`src/rtl/pfs_pkg.sv`:
```
/*
  Constants for the per-channel gate pulse sequencer: register map, reset values,
  cycle counts and state encodings. Assumes a 20 MHz system clock.
  Notes on behaviour follow this header, above the package opening.
*/
// Notes on behaviour
// - Set pulse latch each cycle if control above half-volt
// - Clear latch when ramp exceeds control voltage
// - Control below half-volt keeps pulse low all cycle
// - Minimum on time, minimum off one twelfth
// - 128 fault cycles: float, discharge, wait 32768
// - Fault counter resets after 8-cycle clean gap
// - Reverse current blocks low drive, pulse every eight
// - Both run inputs low shuts everything down
// - Hold shared control low until all phases run
// - Undervoltage disables channel; resume when clear
// - Overvoltage forces pulse low until back in window, except during the nonsync cycles
// - Reverse current during overvoltage stops low drive
// - Float until start, then seven nonsynchronous cycles
// - Start needs no fault, no prebias, voltage high
// - Nonsync: high, short low pulse, then float
// - Nonsync sequence at start and every restart
// - Joined soft-start: restart all channels together
// - Prebias: flag, hold control low, float pulse
// - Clear prebias when ramp passes lower bound
// - Prebias above overvoltage drives pulse low
// - Driver enable low whenever pulse floats
// - Discharge soft-start on shutdown or fault
`default_nettype none
package pfs_pkg;
  // ----------------------------------------------------------------
  // Clock and timing
  // ----------------------------------------------------------------
  localparam int CLK_HZ            = 20_000_000;
  localparam int CLK_PERIOD_PS     = 1_000_000_000 / (CLK_HZ / 1000);
  localparam int MIN_ON_PS         = 20_000;
  localparam int NOC_PULSE_PS      = 20_000;
  // Least times round up, never below one cycle
  localparam int MIN_ON_CLKS       = (MIN_ON_PS + CLK_PERIOD_PS - 1) / CLK_PERIOD_PS;
  localparam int LOW_PULSE_CLKS    = (NOC_PULSE_PS + CLK_PERIOD_PS - 1) / CLK_PERIOD_PS;
  localparam int MIN_OFF_DIVISOR   = 12;

  // ----------------------------------------------------------------
  // Cycle counts
  // ----------------------------------------------------------------
  localparam logic [7:0] OC_TRIP_CYCLES   = 8'h80;
  localparam logic [3:0] OC_GAP_CYCLES    = 4'h7;
  localparam logic [2:0] NOC_EVERY_CYCLES = 3'h7;   // Counter wraps every eight
  localparam logic [2:0] NONSYNC_CYCLES   = 3'h7;
  localparam int         RETRY_CYCLES_DEF = 32768;

  // ----------------------------------------------------------------
  // Register map
  // ----------------------------------------------------------------
  localparam logic [11:0] CTRL_ADDR   = 12'h000;
  localparam logic [11:0] STATUS_ADDR = 12'h004;
  localparam logic [7:0]  PERIOD_RST  = 8'h14;      // 1 MHz switching
  localparam logic [7:0]  PERIOD_MIN  = 8'h04;
  localparam int          ST_STATE_LSB = 0;
  localparam int          ST_PREBIAS   = 3;
  localparam int          ST_LATCH     = 4;
  localparam int          ST_DOWN      = 5;
  localparam int          ST_OCCNT_LSB = 8;

  // ----------------------------------------------------------------
  // Synchronised input positions
  // ----------------------------------------------------------------
  localparam int IN_RUN_A   = 0;
  localparam int IN_RUN_B   = 1;
  localparam int IN_RUN_ALL = 2;
  localparam int IN_UVLO    = 3;
  localparam int IN_RAMP    = 4;
  localparam int IN_CTRL    = 5;
  localparam int IN_TRACK   = 6;
  localparam int IN_OC      = 7;
  localparam int IN_NOC     = 8;
  localparam int IN_OV      = 9;
  localparam int IN_PBSET   = 10;
  localparam int IN_PBCLR   = 11;
  localparam int IN_W       = 12;

  typedef enum logic [2:0] {ST_OFF, ST_WAIT, ST_NONSYNC, ST_RUN, ST_RETRY} pfs_state_t;
  typedef enum logic [1:0] {DRV_HIZ, DRV_HIGH, DRV_LOW} pfs_drive_t;
endpackage
`default_nettype wire

```
`src/rtl/pfs_sequencer.sv`:
```
/*
  Gate pulse sequencer for one channel of a step-down controller, with APB registers.
  Assumes comparator outputs arrive as digital levels and the pad logic resolves the
  three-state gate pulse from drive value and active-low enable.
*/
// Added by the designer: the address map and register access over APB.
`timescale 1ns/100ps
`default_nettype none
module pfs_sequencer #(
  parameter int RETRY_CYCLES = pfs_pkg::RETRY_CYCLES_DEF
) (
  input  wire logic        clk_i,
  input  wire logic        rst_n_i,
  // APB slave
  input  wire logic        psel_i,
  input  wire logic        penable_i,
  input  wire logic        pwrite_i,
  input  wire logic [11:0] paddr_i,
  input  wire logic [31:0] pwdata_i,
  output var  logic [31:0] prdata_o,
  output var  logic        pready_o,
  output var  logic        pslverr_o,
  // Run and supply
  input  wire logic        channel_run_input_i,
  input  wire logic        other_run_input_i,
  input  wire logic        all_phases_run_i,
  input  wire logic        uvlo_i,
  // Comparators
  input  wire logic        ramp_above_ctrl_i,
  input  wire logic        ctrl_above_half_i,
  input  wire logic        track_above_580m_i,
  input  wire logic        overcurrent_fault_i,
  input  wire logic        reverse_current_fault_i,
  input  wire logic        overvoltage_fault_i,
  input  wire logic        feedback_above_ss_i,
  input  wire logic        ss_above_clear_i,
  // Outputs
  output var  logic        gate_pulse_out_o,
  output var  logic        gate_pulse_oe_n_o,
  output var  logic        driver_enable_out_o,
  output var  logic        ss_discharge_o,
  output var  logic        ctrl_hold_low_o,
  output var  logic        core_shutdown_o,
  output var  logic        prebias_flag_o
);

  function automatic logic [7:0] min_off_clks(input logic [7:0] period);
    logic [8:0] q;
    q = 9'((10'(period) + 10'(pfs_pkg::MIN_OFF_DIVISOR - 1)) / 10'(pfs_pkg::MIN_OFF_DIVISOR));
    min_off_clks = (q == 9'h000) ? 8'h01 : q[7:0];
  endfunction

  // ----------------------------------------------------------------
  // Input synchronisers
  // ----------------------------------------------------------------
  logic [pfs_pkg::IN_W-1:0] sync_a;
  logic [pfs_pkg::IN_W-1:0] sync_b;
  logic [pfs_pkg::IN_W-1:0] raw;
  assign raw = {ss_above_clear_i, feedback_above_ss_i, overvoltage_fault_i, reverse_current_fault_i,
                overcurrent_fault_i, track_above_580m_i, ctrl_above_half_i, ramp_above_ctrl_i,
                uvlo_i, all_phases_run_i, other_run_input_i, channel_run_input_i};

  always_ff @(posedge clk_i or negedge rst_n_i) begin
    if (!rst_n_i) begin
      sync_a <= '0;
      sync_b <= '0;
    end else begin
      sync_a <= raw;
      sync_b <= sync_a;
    end
  end

  logic run_a, run_b, run_all, uvlo, ramp, ctrl_half, track_ok, oc, reverse_current_fault, ov, pb_set, pb_clr;
  assign run_a     = sync_b[pfs_pkg::IN_RUN_A];
  assign run_b     = sync_b[pfs_pkg::IN_RUN_B];
  assign run_all   = sync_b[pfs_pkg::IN_RUN_ALL];
  assign uvlo      = sync_b[pfs_pkg::IN_UVLO];
  assign ramp      = sync_b[pfs_pkg::IN_RAMP];
  assign ctrl_half = sync_b[pfs_pkg::IN_CTRL];
  assign track_ok  = sync_b[pfs_pkg::IN_TRACK];
  assign oc        = sync_b[pfs_pkg::IN_OC];
  assign reverse_current_fault       = sync_b[pfs_pkg::IN_NOC];
  assign ov        = sync_b[pfs_pkg::IN_OV];
  assign pb_set    = sync_b[pfs_pkg::IN_PBSET];
  assign pb_clr    = sync_b[pfs_pkg::IN_PBCLR];

  logic down;
  assign down = !run_a || uvlo;

  // ----------------------------------------------------------------
  // Registers and APB
  // ----------------------------------------------------------------
  logic [7:0]          period;
  pfs_pkg::pfs_state_t state;
  logic                latch;
  logic                prebias;
  logic [7:0]          oc_cnt;
  logic                hit;
  logic                ctrl_hit;
  logic                stat_hit;
  logic [31:0]         rd_val;

  assign hit      = psel_i && penable_i && !pready_o;
  assign ctrl_hit = paddr_i == pfs_pkg::CTRL_ADDR;
  assign stat_hit = paddr_i == pfs_pkg::STATUS_ADDR;

  always_comb begin
    rd_val = 32'h0000_0000;
    if (ctrl_hit) begin
      rd_val[7:0] = period;
    end else if (stat_hit) begin
      rd_val[pfs_pkg::ST_STATE_LSB +: 3] = state;
      rd_val[pfs_pkg::ST_PREBIAS]        = prebias;
      rd_val[pfs_pkg::ST_LATCH]          = latch;
      rd_val[pfs_pkg::ST_DOWN]           = down;
      rd_val[pfs_pkg::ST_OCCNT_LSB +: 8] = oc_cnt;
    end
  end

  // One wait state: answer registered on the second access cycle
  always_ff @(posedge clk_i or negedge rst_n_i) begin
    if (!rst_n_i) begin
      pready_o  <= 1'b0;
      pslverr_o <= 1'b0;
      prdata_o  <= 32'h0000_0000;
    end else begin
      pready_o  <= hit;
      pslverr_o <= hit && !ctrl_hit && !stat_hit;
      prdata_o  <= (hit && !pwrite_i) ? rd_val : 32'h0000_0000;
    end
  end

  always_ff @(posedge clk_i or negedge rst_n_i) begin
    if (!rst_n_i) begin
      period <= pfs_pkg::PERIOD_RST;
    end else if (psel_i && penable_i && pready_o && pwrite_i && ctrl_hit) begin
      // Lands at the edge that completes the transfer, not at the wait state
      // Too short a period would leave no room for on and off times
      period <= (pwdata_i[7:0] < pfs_pkg::PERIOD_MIN) ? pfs_pkg::PERIOD_MIN : pwdata_i[7:0];
    end
  end

  // ----------------------------------------------------------------
  // Switching cycle timebase
  // ----------------------------------------------------------------
  logic [7:0] phase;
  logic       cyc_start;
  logic [7:0] off_start;
  assign cyc_start = phase == 8'h00;
  assign off_start = period - min_off_clks(period);

  always_ff @(posedge clk_i or negedge rst_n_i) begin
    if (!rst_n_i) begin
      phase <= 8'h00;
    end else if (!run_a && !run_b) begin
      phase <= 8'h00;
    end else begin
      phase <= (phase >= period - 8'h01) ? 8'h00 : phase + 8'h01;
    end
  end

  // ----------------------------------------------------------------
  // Sequencer state
  // ----------------------------------------------------------------
  logic [15:0] retry_cnt;
  logic [2:0]  ns_cnt;
  logic        start_ok;
  logic        oc_trip;
  logic        switching;
  // A prebias seen in the very clock of a cycle start must also block the start
  assign start_ok  = !oc && !prebias && !pb_set && (ctrl_half || track_ok) && run_all;
  assign switching = state == pfs_pkg::ST_NONSYNC || state == pfs_pkg::ST_RUN;

  always_ff @(posedge clk_i or negedge rst_n_i) begin
    if (!rst_n_i) begin
      state     <= pfs_pkg::ST_OFF;
      retry_cnt <= 16'h0000;
      ns_cnt    <= 3'h0;
    end else if (down) begin
      state <= pfs_pkg::ST_OFF;
    end else begin
      unique case (state)
        pfs_pkg::ST_OFF: state <= pfs_pkg::ST_WAIT;
        pfs_pkg::ST_WAIT: begin
          if (cyc_start && start_ok) begin
            state  <= pfs_pkg::ST_NONSYNC;
            ns_cnt <= 3'h0;
          end
        end
        pfs_pkg::ST_NONSYNC: begin
          if (oc_trip) begin
            state     <= pfs_pkg::ST_RETRY;
            retry_cnt <= 16'h0000;
          end else if (cyc_start) begin
            ns_cnt <= ns_cnt + 3'h1;
            if (ns_cnt == pfs_pkg::NONSYNC_CYCLES - 3'h1) begin
              state <= pfs_pkg::ST_RUN;
            end
          end
        end
        pfs_pkg::ST_RUN: begin
          if (oc_trip) begin
            state     <= pfs_pkg::ST_RETRY;
            retry_cnt <= 16'h0000;
          end
        end
        pfs_pkg::ST_RETRY: begin
          if (cyc_start) begin
            if (retry_cnt == 16'(RETRY_CYCLES - 1)) begin
              state <= pfs_pkg::ST_WAIT;
            end else begin
              retry_cnt <= retry_cnt + 16'h0001;
            end
          end
        end
      endcase
    end
  end

  // ----------------------------------------------------------------
  // Overcurrent counting with gap tolerance
  // ----------------------------------------------------------------
  logic       oc_seen;
  logic [3:0] gap_cnt;
  assign oc_trip = cyc_start && (oc_seen || oc) && oc_cnt == pfs_pkg::OC_TRIP_CYCLES - 8'h01;

  always_ff @(posedge clk_i or negedge rst_n_i) begin
    if (!rst_n_i) begin
      oc_seen <= 1'b0;
      oc_cnt  <= 8'h00;
      gap_cnt <= 4'h0;
    end else if (!switching) begin
      oc_seen <= 1'b0;
      oc_cnt  <= 8'h00;
      gap_cnt <= 4'h0;
    end else if (cyc_start) begin
      oc_seen <= oc;
      if (oc_seen || oc) begin
        oc_cnt  <= oc_cnt + 8'h01;
        gap_cnt <= 4'h0;
      end else if (gap_cnt >= pfs_pkg::OC_GAP_CYCLES) begin
        oc_cnt <= 8'h00;
      end else begin
        gap_cnt <= gap_cnt + 4'h1;
      end
    end else begin
      oc_seen <= oc_seen || oc;
    end
  end

  // ----------------------------------------------------------------
  // Prebias flag
  // ----------------------------------------------------------------
  always_ff @(posedge clk_i or negedge rst_n_i) begin
    if (!rst_n_i) begin
      prebias <= 1'b0;
    end else if (down) begin
      prebias <= 1'b0;
    end else if (state == pfs_pkg::ST_WAIT && pb_set) begin
      prebias <= 1'b1;
    end else if (pb_clr) begin
      prebias <= 1'b0;
    end
  end

  // ----------------------------------------------------------------
  // Pulse latch
  // ----------------------------------------------------------------
  logic       latch_d1;
  logic [2:0] noc_cyc;
  logic       fell;
  logic       sw_start;
  assign fell     = latch_d1 && !latch;
  assign sw_start = cyc_start && (switching || (state == pfs_pkg::ST_WAIT && start_ok)) && !down;

  // A set at cycle start holds for at least one 50 ns clock, covering the minimum on time
  always_ff @(posedge clk_i or negedge rst_n_i) begin
    if (!rst_n_i) begin
      latch <= 1'b0;
    end else if (sw_start && !oc_trip) begin
      latch <= ctrl_half;
    end else if (!switching || oc_trip) begin
      latch <= 1'b0;
    end else if (latch && (ramp || phase >= off_start)) begin
      latch <= 1'b0;
    end
  end

  always_ff @(posedge clk_i or negedge rst_n_i) begin
    if (!rst_n_i) begin
      latch_d1 <= 1'b0;
      noc_cyc  <= 3'h0;
    end else begin
      latch_d1 <= latch;
      if (cyc_start) begin
        noc_cyc <= (noc_cyc == pfs_pkg::NOC_EVERY_CYCLES) ? 3'h0 : noc_cyc + 3'h1;
      end
    end
  end

  // ----------------------------------------------------------------
  // Output drive selection
  // ----------------------------------------------------------------
  pfs_pkg::pfs_drive_t next_drive;
  always_comb begin
    next_drive = pfs_pkg::DRV_HIZ;
    if (down) begin
      next_drive = pfs_pkg::DRV_HIZ;
    end else begin
      unique case (state)
        pfs_pkg::ST_OFF, pfs_pkg::ST_RETRY: next_drive = pfs_pkg::DRV_HIZ;
        pfs_pkg::ST_WAIT: begin
          // Prebias above the overvoltage point pulls down, protected by reverse current
          if (ov && !reverse_current_fault) begin
            next_drive = pfs_pkg::DRV_LOW;
          end else begin
            next_drive = pfs_pkg::DRV_HIZ;
          end
        end
        pfs_pkg::ST_NONSYNC: begin
          if (latch) begin
            next_drive = pfs_pkg::DRV_HIGH;
          end else if (fell) begin
            next_drive = pfs_pkg::DRV_LOW;
          end
        end
        pfs_pkg::ST_RUN: begin
          if (ov) begin
            next_drive = reverse_current_fault ? pfs_pkg::DRV_HIZ : pfs_pkg::DRV_LOW;
          end else if (latch) begin
            next_drive = pfs_pkg::DRV_HIGH;
          end else if (!reverse_current_fault || (fell && noc_cyc == 3'h0)) begin
            next_drive = pfs_pkg::DRV_LOW;
          end
        end
        default: next_drive = pfs_pkg::DRV_HIZ;
      endcase
    end
  end

  always_ff @(posedge clk_i or negedge rst_n_i) begin
    if (!rst_n_i) begin
      gate_pulse_out_o    <= 1'b0;
      gate_pulse_oe_n_o   <= 1'b1;
      driver_enable_out_o <= 1'b0;
    end else begin
      gate_pulse_out_o    <= next_drive == pfs_pkg::DRV_HIGH;
      gate_pulse_oe_n_o   <= next_drive == pfs_pkg::DRV_HIZ;
      driver_enable_out_o <= next_drive != pfs_pkg::DRV_HIZ;
    end
  end

  always_ff @(posedge clk_i or negedge rst_n_i) begin
    if (!rst_n_i) begin
      ss_discharge_o  <= 1'b1;
      ctrl_hold_low_o <= 1'b1;
      core_shutdown_o <= 1'b1;
      prebias_flag_o  <= 1'b0;
    end else begin
      ss_discharge_o  <= down || state == pfs_pkg::ST_RETRY || oc_trip;
      ctrl_hold_low_o <= down || !run_all || prebias;
      core_shutdown_o <= !run_a && !run_b;
      prebias_flag_o  <= prebias;
    end
  end

endmodule // pfs_sequencer
`default_nettype wire

```
`config.mk`:
```
export PLATFORM = sky130hd
export DESIGN_NAME = pfs_sequencer
export DESIGN_NICKNAME = d
export VERILOG_FILES = /design/src/rtl/pfs_pkg.sv /design/src/rtl/pfs_sequencer.sv
export SDC_FILE = /design/constraint.sdc
export NUM_CORES = 1
export LEC_CHECK = 0
export BUFFER_PORTS_ARGS = -buffer_cell sky130_fd_sc_hd__buf_4
export CAP_MARGIN = 10
export CORE_MARGIN = 2
export CORE_UTILIZATION = 50
export CTS_CLUSTER_SIZE = 14
export DETAILED_ROUTE_END_ITERATION = 8
export PLACE_DENSITY_LB_ADDON = 0.08
export REMOVE_ABC_BUFFERS = 1
export SYNTH_ARGS = -nofsm -noshare
export SYNTH_HDL_FRONTEND = slang
export SYNTH_SLANG_ARGS = --single-unit
```
`constraint.sdc`:
```
create_clock -name clk_i -period 7.75 [get_ports clk_i]
set_input_delay 1.1625 -clock clk_i [delete_from_list [all_inputs] [get_ports clk_i]]
set_output_delay 1.1625 -clock clk_i [all_outputs]
set_load 0.05 [all_outputs]
```
==> metrics.txt <==
status=finished, final reports clean; sequence of cells on the critical path=inv_1, ha_1, nor2b_1, o31ai_1, a211oi_2, xnor2_1, a22oi_1, or4_1, o2111ai_1, ha_1, inv_1, fa_1, a21oi_1, nor2_1, nor2_1, o21bai_1, a21oi_1, xnor2_1, ha_1, a21o_1, a2111oi_0, nand2_1, o31ai_1; input/output buffers=61; initial antenna violation count=0; post-synth cell types=70; worst setup path start=period[1]; largest net degree at the start of global routing=56; GRT Util Overall=21.61%; Antenna Nets Post-Route=0; placed cell area=6342 um2; clock tree sinks=~110; register area share after synthesis=roughly 45%; vias per cell=between 5 and 6; CTS clock-pin slew for the worst setup and hold paths=~0.070 ns; Peak VDD IR=between 0.0002 and 0.00025 V; Worst setup endpoint=latch; flop-to-flop setup slack=2.01 ns; CTS tree=built; dpl hpwl=between 9000 and 10000 um; fill count=slightly below 1000; Area Overhead vs Synth=13.97%; crit-path max FO=10; layout cell share with drive strength beyond 1=15.71%; clk buf depth=2; Mapped Cells=606; worst slew pin tran=around 0.84 ns; Core Box Area=between 10000 and 15000 um2; via count=about 4500; reg-to-reg critical path endpoint=latch; setup TNS=0 ns; fin area=6666 um2; pre-CTS setup slack=approximately 2.1 ns; Boundary Pins=102; Final min period=approximately 5.7 ns; synthesis warning total=0; root cell of the clock tree=clkbuf_16; Post-synth EDFFs=0; Crit path largest cell delay=~0.63 ns; Worst Hold Class=flop to flop; Core Rows=39; fin. max-slew vios=0; post-synthesis register bit count=approximately 110; H-tree depth=3; unrepaired setup endpoints after global routing=no; Main synth FF type=dfrtp_1; CP Launch Type=flop; Syn Area/Cell=9.652 um2; final clock skew=0.007171 ns; cells on worst reg2reg path=23; Antenna Cells=0; worst hold slack=0.3497 ns; asr flop ratio synth=100.0%; Synth Cell Area=between 5000 and 6000 um2; setup ws final=just over 2 ns; Initial Util=roughly half; Crit. End Element=flop; Routed WL=between 10000 and 15000 um; CP Class=flop to flop; Post-CTS Hold Buffers=0; pwr dens=189.0 nW/um2; Die Wd=between 100 and 150 um; Crit path required time=between 8 and 9 ns; final setup fails=0; Max Freq=about 170 MHz; number of remaining DRC errors=0; die height=between 100 and 150 um; Initial DRC Count=approximately 230; Setup Fix Bufs, Post-CTS=0; worst r2r src=period[1]; Fin. Hold Viols=0; Top cell by count, worst path=ha_1; leak pwr=between 3 and 4 nW; maxcap violations=0; final period utilization=74.06%; gr ovfl total=0; TritonRoute pass-1 iters=5; CP Data Arrival Time=6.00 ns; vias in the first global route=4509; final net count=roughly 750; Post-CTS Resized=0; die footprint=12580 um2; slowest CP cell=nor2b_1; first-pass GRT wire length=approximately 22000 um; Num CTS Buffers=9; drt wl/cell=between 15 and 20 um; Relative slew margins=a little over two fifths; gpl congestion=0.8299; clock latency on the worst-skew pair=approximately 0.35 ns
[power by group]
part | switching, mW | internal [mW] | leakage [nW]
combinational | 0.0987 | 0.0614 | 1.56
clock | 0.212 | 0.287 | 0.162
sequential | 0.0251 | 0.576 | 1.37
total | 0.335 | 0.924 | 3.09
[metal layers]
layer	GRT usage, %	wire (um)	up-vias
li1	-	-	2204
met1	30.19	5892	2196
met2	34.90	6233	78
met3	4.212	387	14
met4	5.610	164	0
met5	0	0	-
[worst min-delay path by stage]
stage / startpoint / end / slack (ns) / depth (start not counted)
2_1_floorplan: sync_a[0] / sync_b[0] / 0.33 / 0
3_3_place_gp: sync_a[1] / sync_b[1] / 0.34 / 0
3_5_place_dp: sync_a[2] / sync_b[2] / 0.33 / 0
4_1_cts: sync_a[2] / sync_b[2] / 0.35 / 0
5_1_grt: sync_a[0] / sync_b[0] / 0.36 / 0
6_report: sync_a[0] / sync_b[0] / 0.35 / 0
[per-stage QoR]
step	power, mW	util (%)	std cells
after CTS	1.274	58.38	805
after global placement	0.7651	55.54	789
final	1.260	58.38	805
after floorplan	0.7097	-	582
after global routing	1.320	58.38	805
after detailed placement	0.7720	55.54	789
[cells by family (layout without fill, tap and decap cells)]
| family | after synthesis | after routing | share of synthesized area (%) |
|---|---|---|---|
| other cells | 1 | 16 | 0.06411 |
| simple gates | 233 | 233 | 20.86 |
| fa+ha+maj | 34 | 34 | 7.401 |
| xor+xnor | 34 | 34 | 5.091 |
| mux | 15 | 15 | 2.674 |
| buf+inv | 64 | 105 | 5.412 |
| flops | 106 | 106 | 45.48 |
| compound gates | 119 | 119 | 13.03 |
[layout by cell type (no fill, tap or decap), types with 3 or more instances in the layout]
cell       Yosys  routed
and2_1        13      13
mux2i_1       10      10
or4_1          4       4
nor4_1         8       8
a211oi_1       6       6
or3_1          7       7
dfstp_2        6       6
a21o_1        10      10
and3_1         5       5
dfrtp_1      100     100
a21oi_1       22      22
xor2_1        15      15
clkbuf_16      0       9
nand2b_1      10      10
xnor2_1       19      19
nand4_1        8       8
o21ai_0       38      38
nand2_1       36      36
nand3b_1       5       5
and4_1         3       3
o21a_1         4       4
nor2_1        64      64
nor3_1        12      12
o31ai_1        6       6
conb_1         1      16
inv_1         25      25
a31oi_1        7       7
mux2_2         5       5
nor2b_1       14      14
nand3_1       26      26
ha_1          33      33
o22ai_1        3       3
buf_4         16      64
[Yosys cell counts, types with 8 or more instances]
master    number  area [um2]
ha_1          33       412.9
nand2b_1      10       62.56
xor2_1        15       131.4
inv_1         25       93.84
a21oi_1       22       110.1
nand3_1       26       130.1
nor2_1        64       240.2
nand4_1        8       50.05
a21o_1        10       75.07
and2_1        13       81.33
o21ai_0       38       190.2
dfrtp_1      100        2502
mux2i_1       10       100.1
nor2b_1       14       87.58
buf_4         16       120.1
xnor2_1       19       166.4
nand2_1       36       135.1
nor3_1        12       60.06
clkbuf_1      13       48.80
nor4_1         8       50.05
[worst max-delay path: cells and delay by family (launching register included)]
| family | cells | cell delay [ns] |
|---|---|---|
| AO/OA/AOI/OAI | 10 | 2.14 |
| AND/OR/NAND/NOR | 5 | 1.40 |
| adder cells (fa/ha/maj) | 4 | 1.13 |
| flip-flops | 1 | 0.52 |
| XOR/XNOR | 2 | 0.31 |
| buffers and inverters | 2 | 0.16 |
[registers in the layout, indices dropped and copies added (netlist names), 4 cells and up]
signal	cells
prdata_o	16
sync_b	12
phase	8
oc_cnt	8
sync_a	12
gap_cnt	4
period	8
retry_cnt	16
[cell type report]
| class | count | area, um2 | area share (%) |
|---|---|---|---|
| multi-input cells | 451 | 2929 | 43.94 |
| flip-flops and latches | 106 | 2660 | 39.90 |
| repair buffers | 64 | 480.5 | 7.207 |
| clock buffers | 9 | 225.2 | 3.378 |
| well taps | 143 | 178.9 | 2.684 |
| clock inverters | 7 | 98.84 | 1.483 |
| inverters | 25 | 93.84 | 1.408 |
Note: power is estimated with default switching activity, not from simulation.
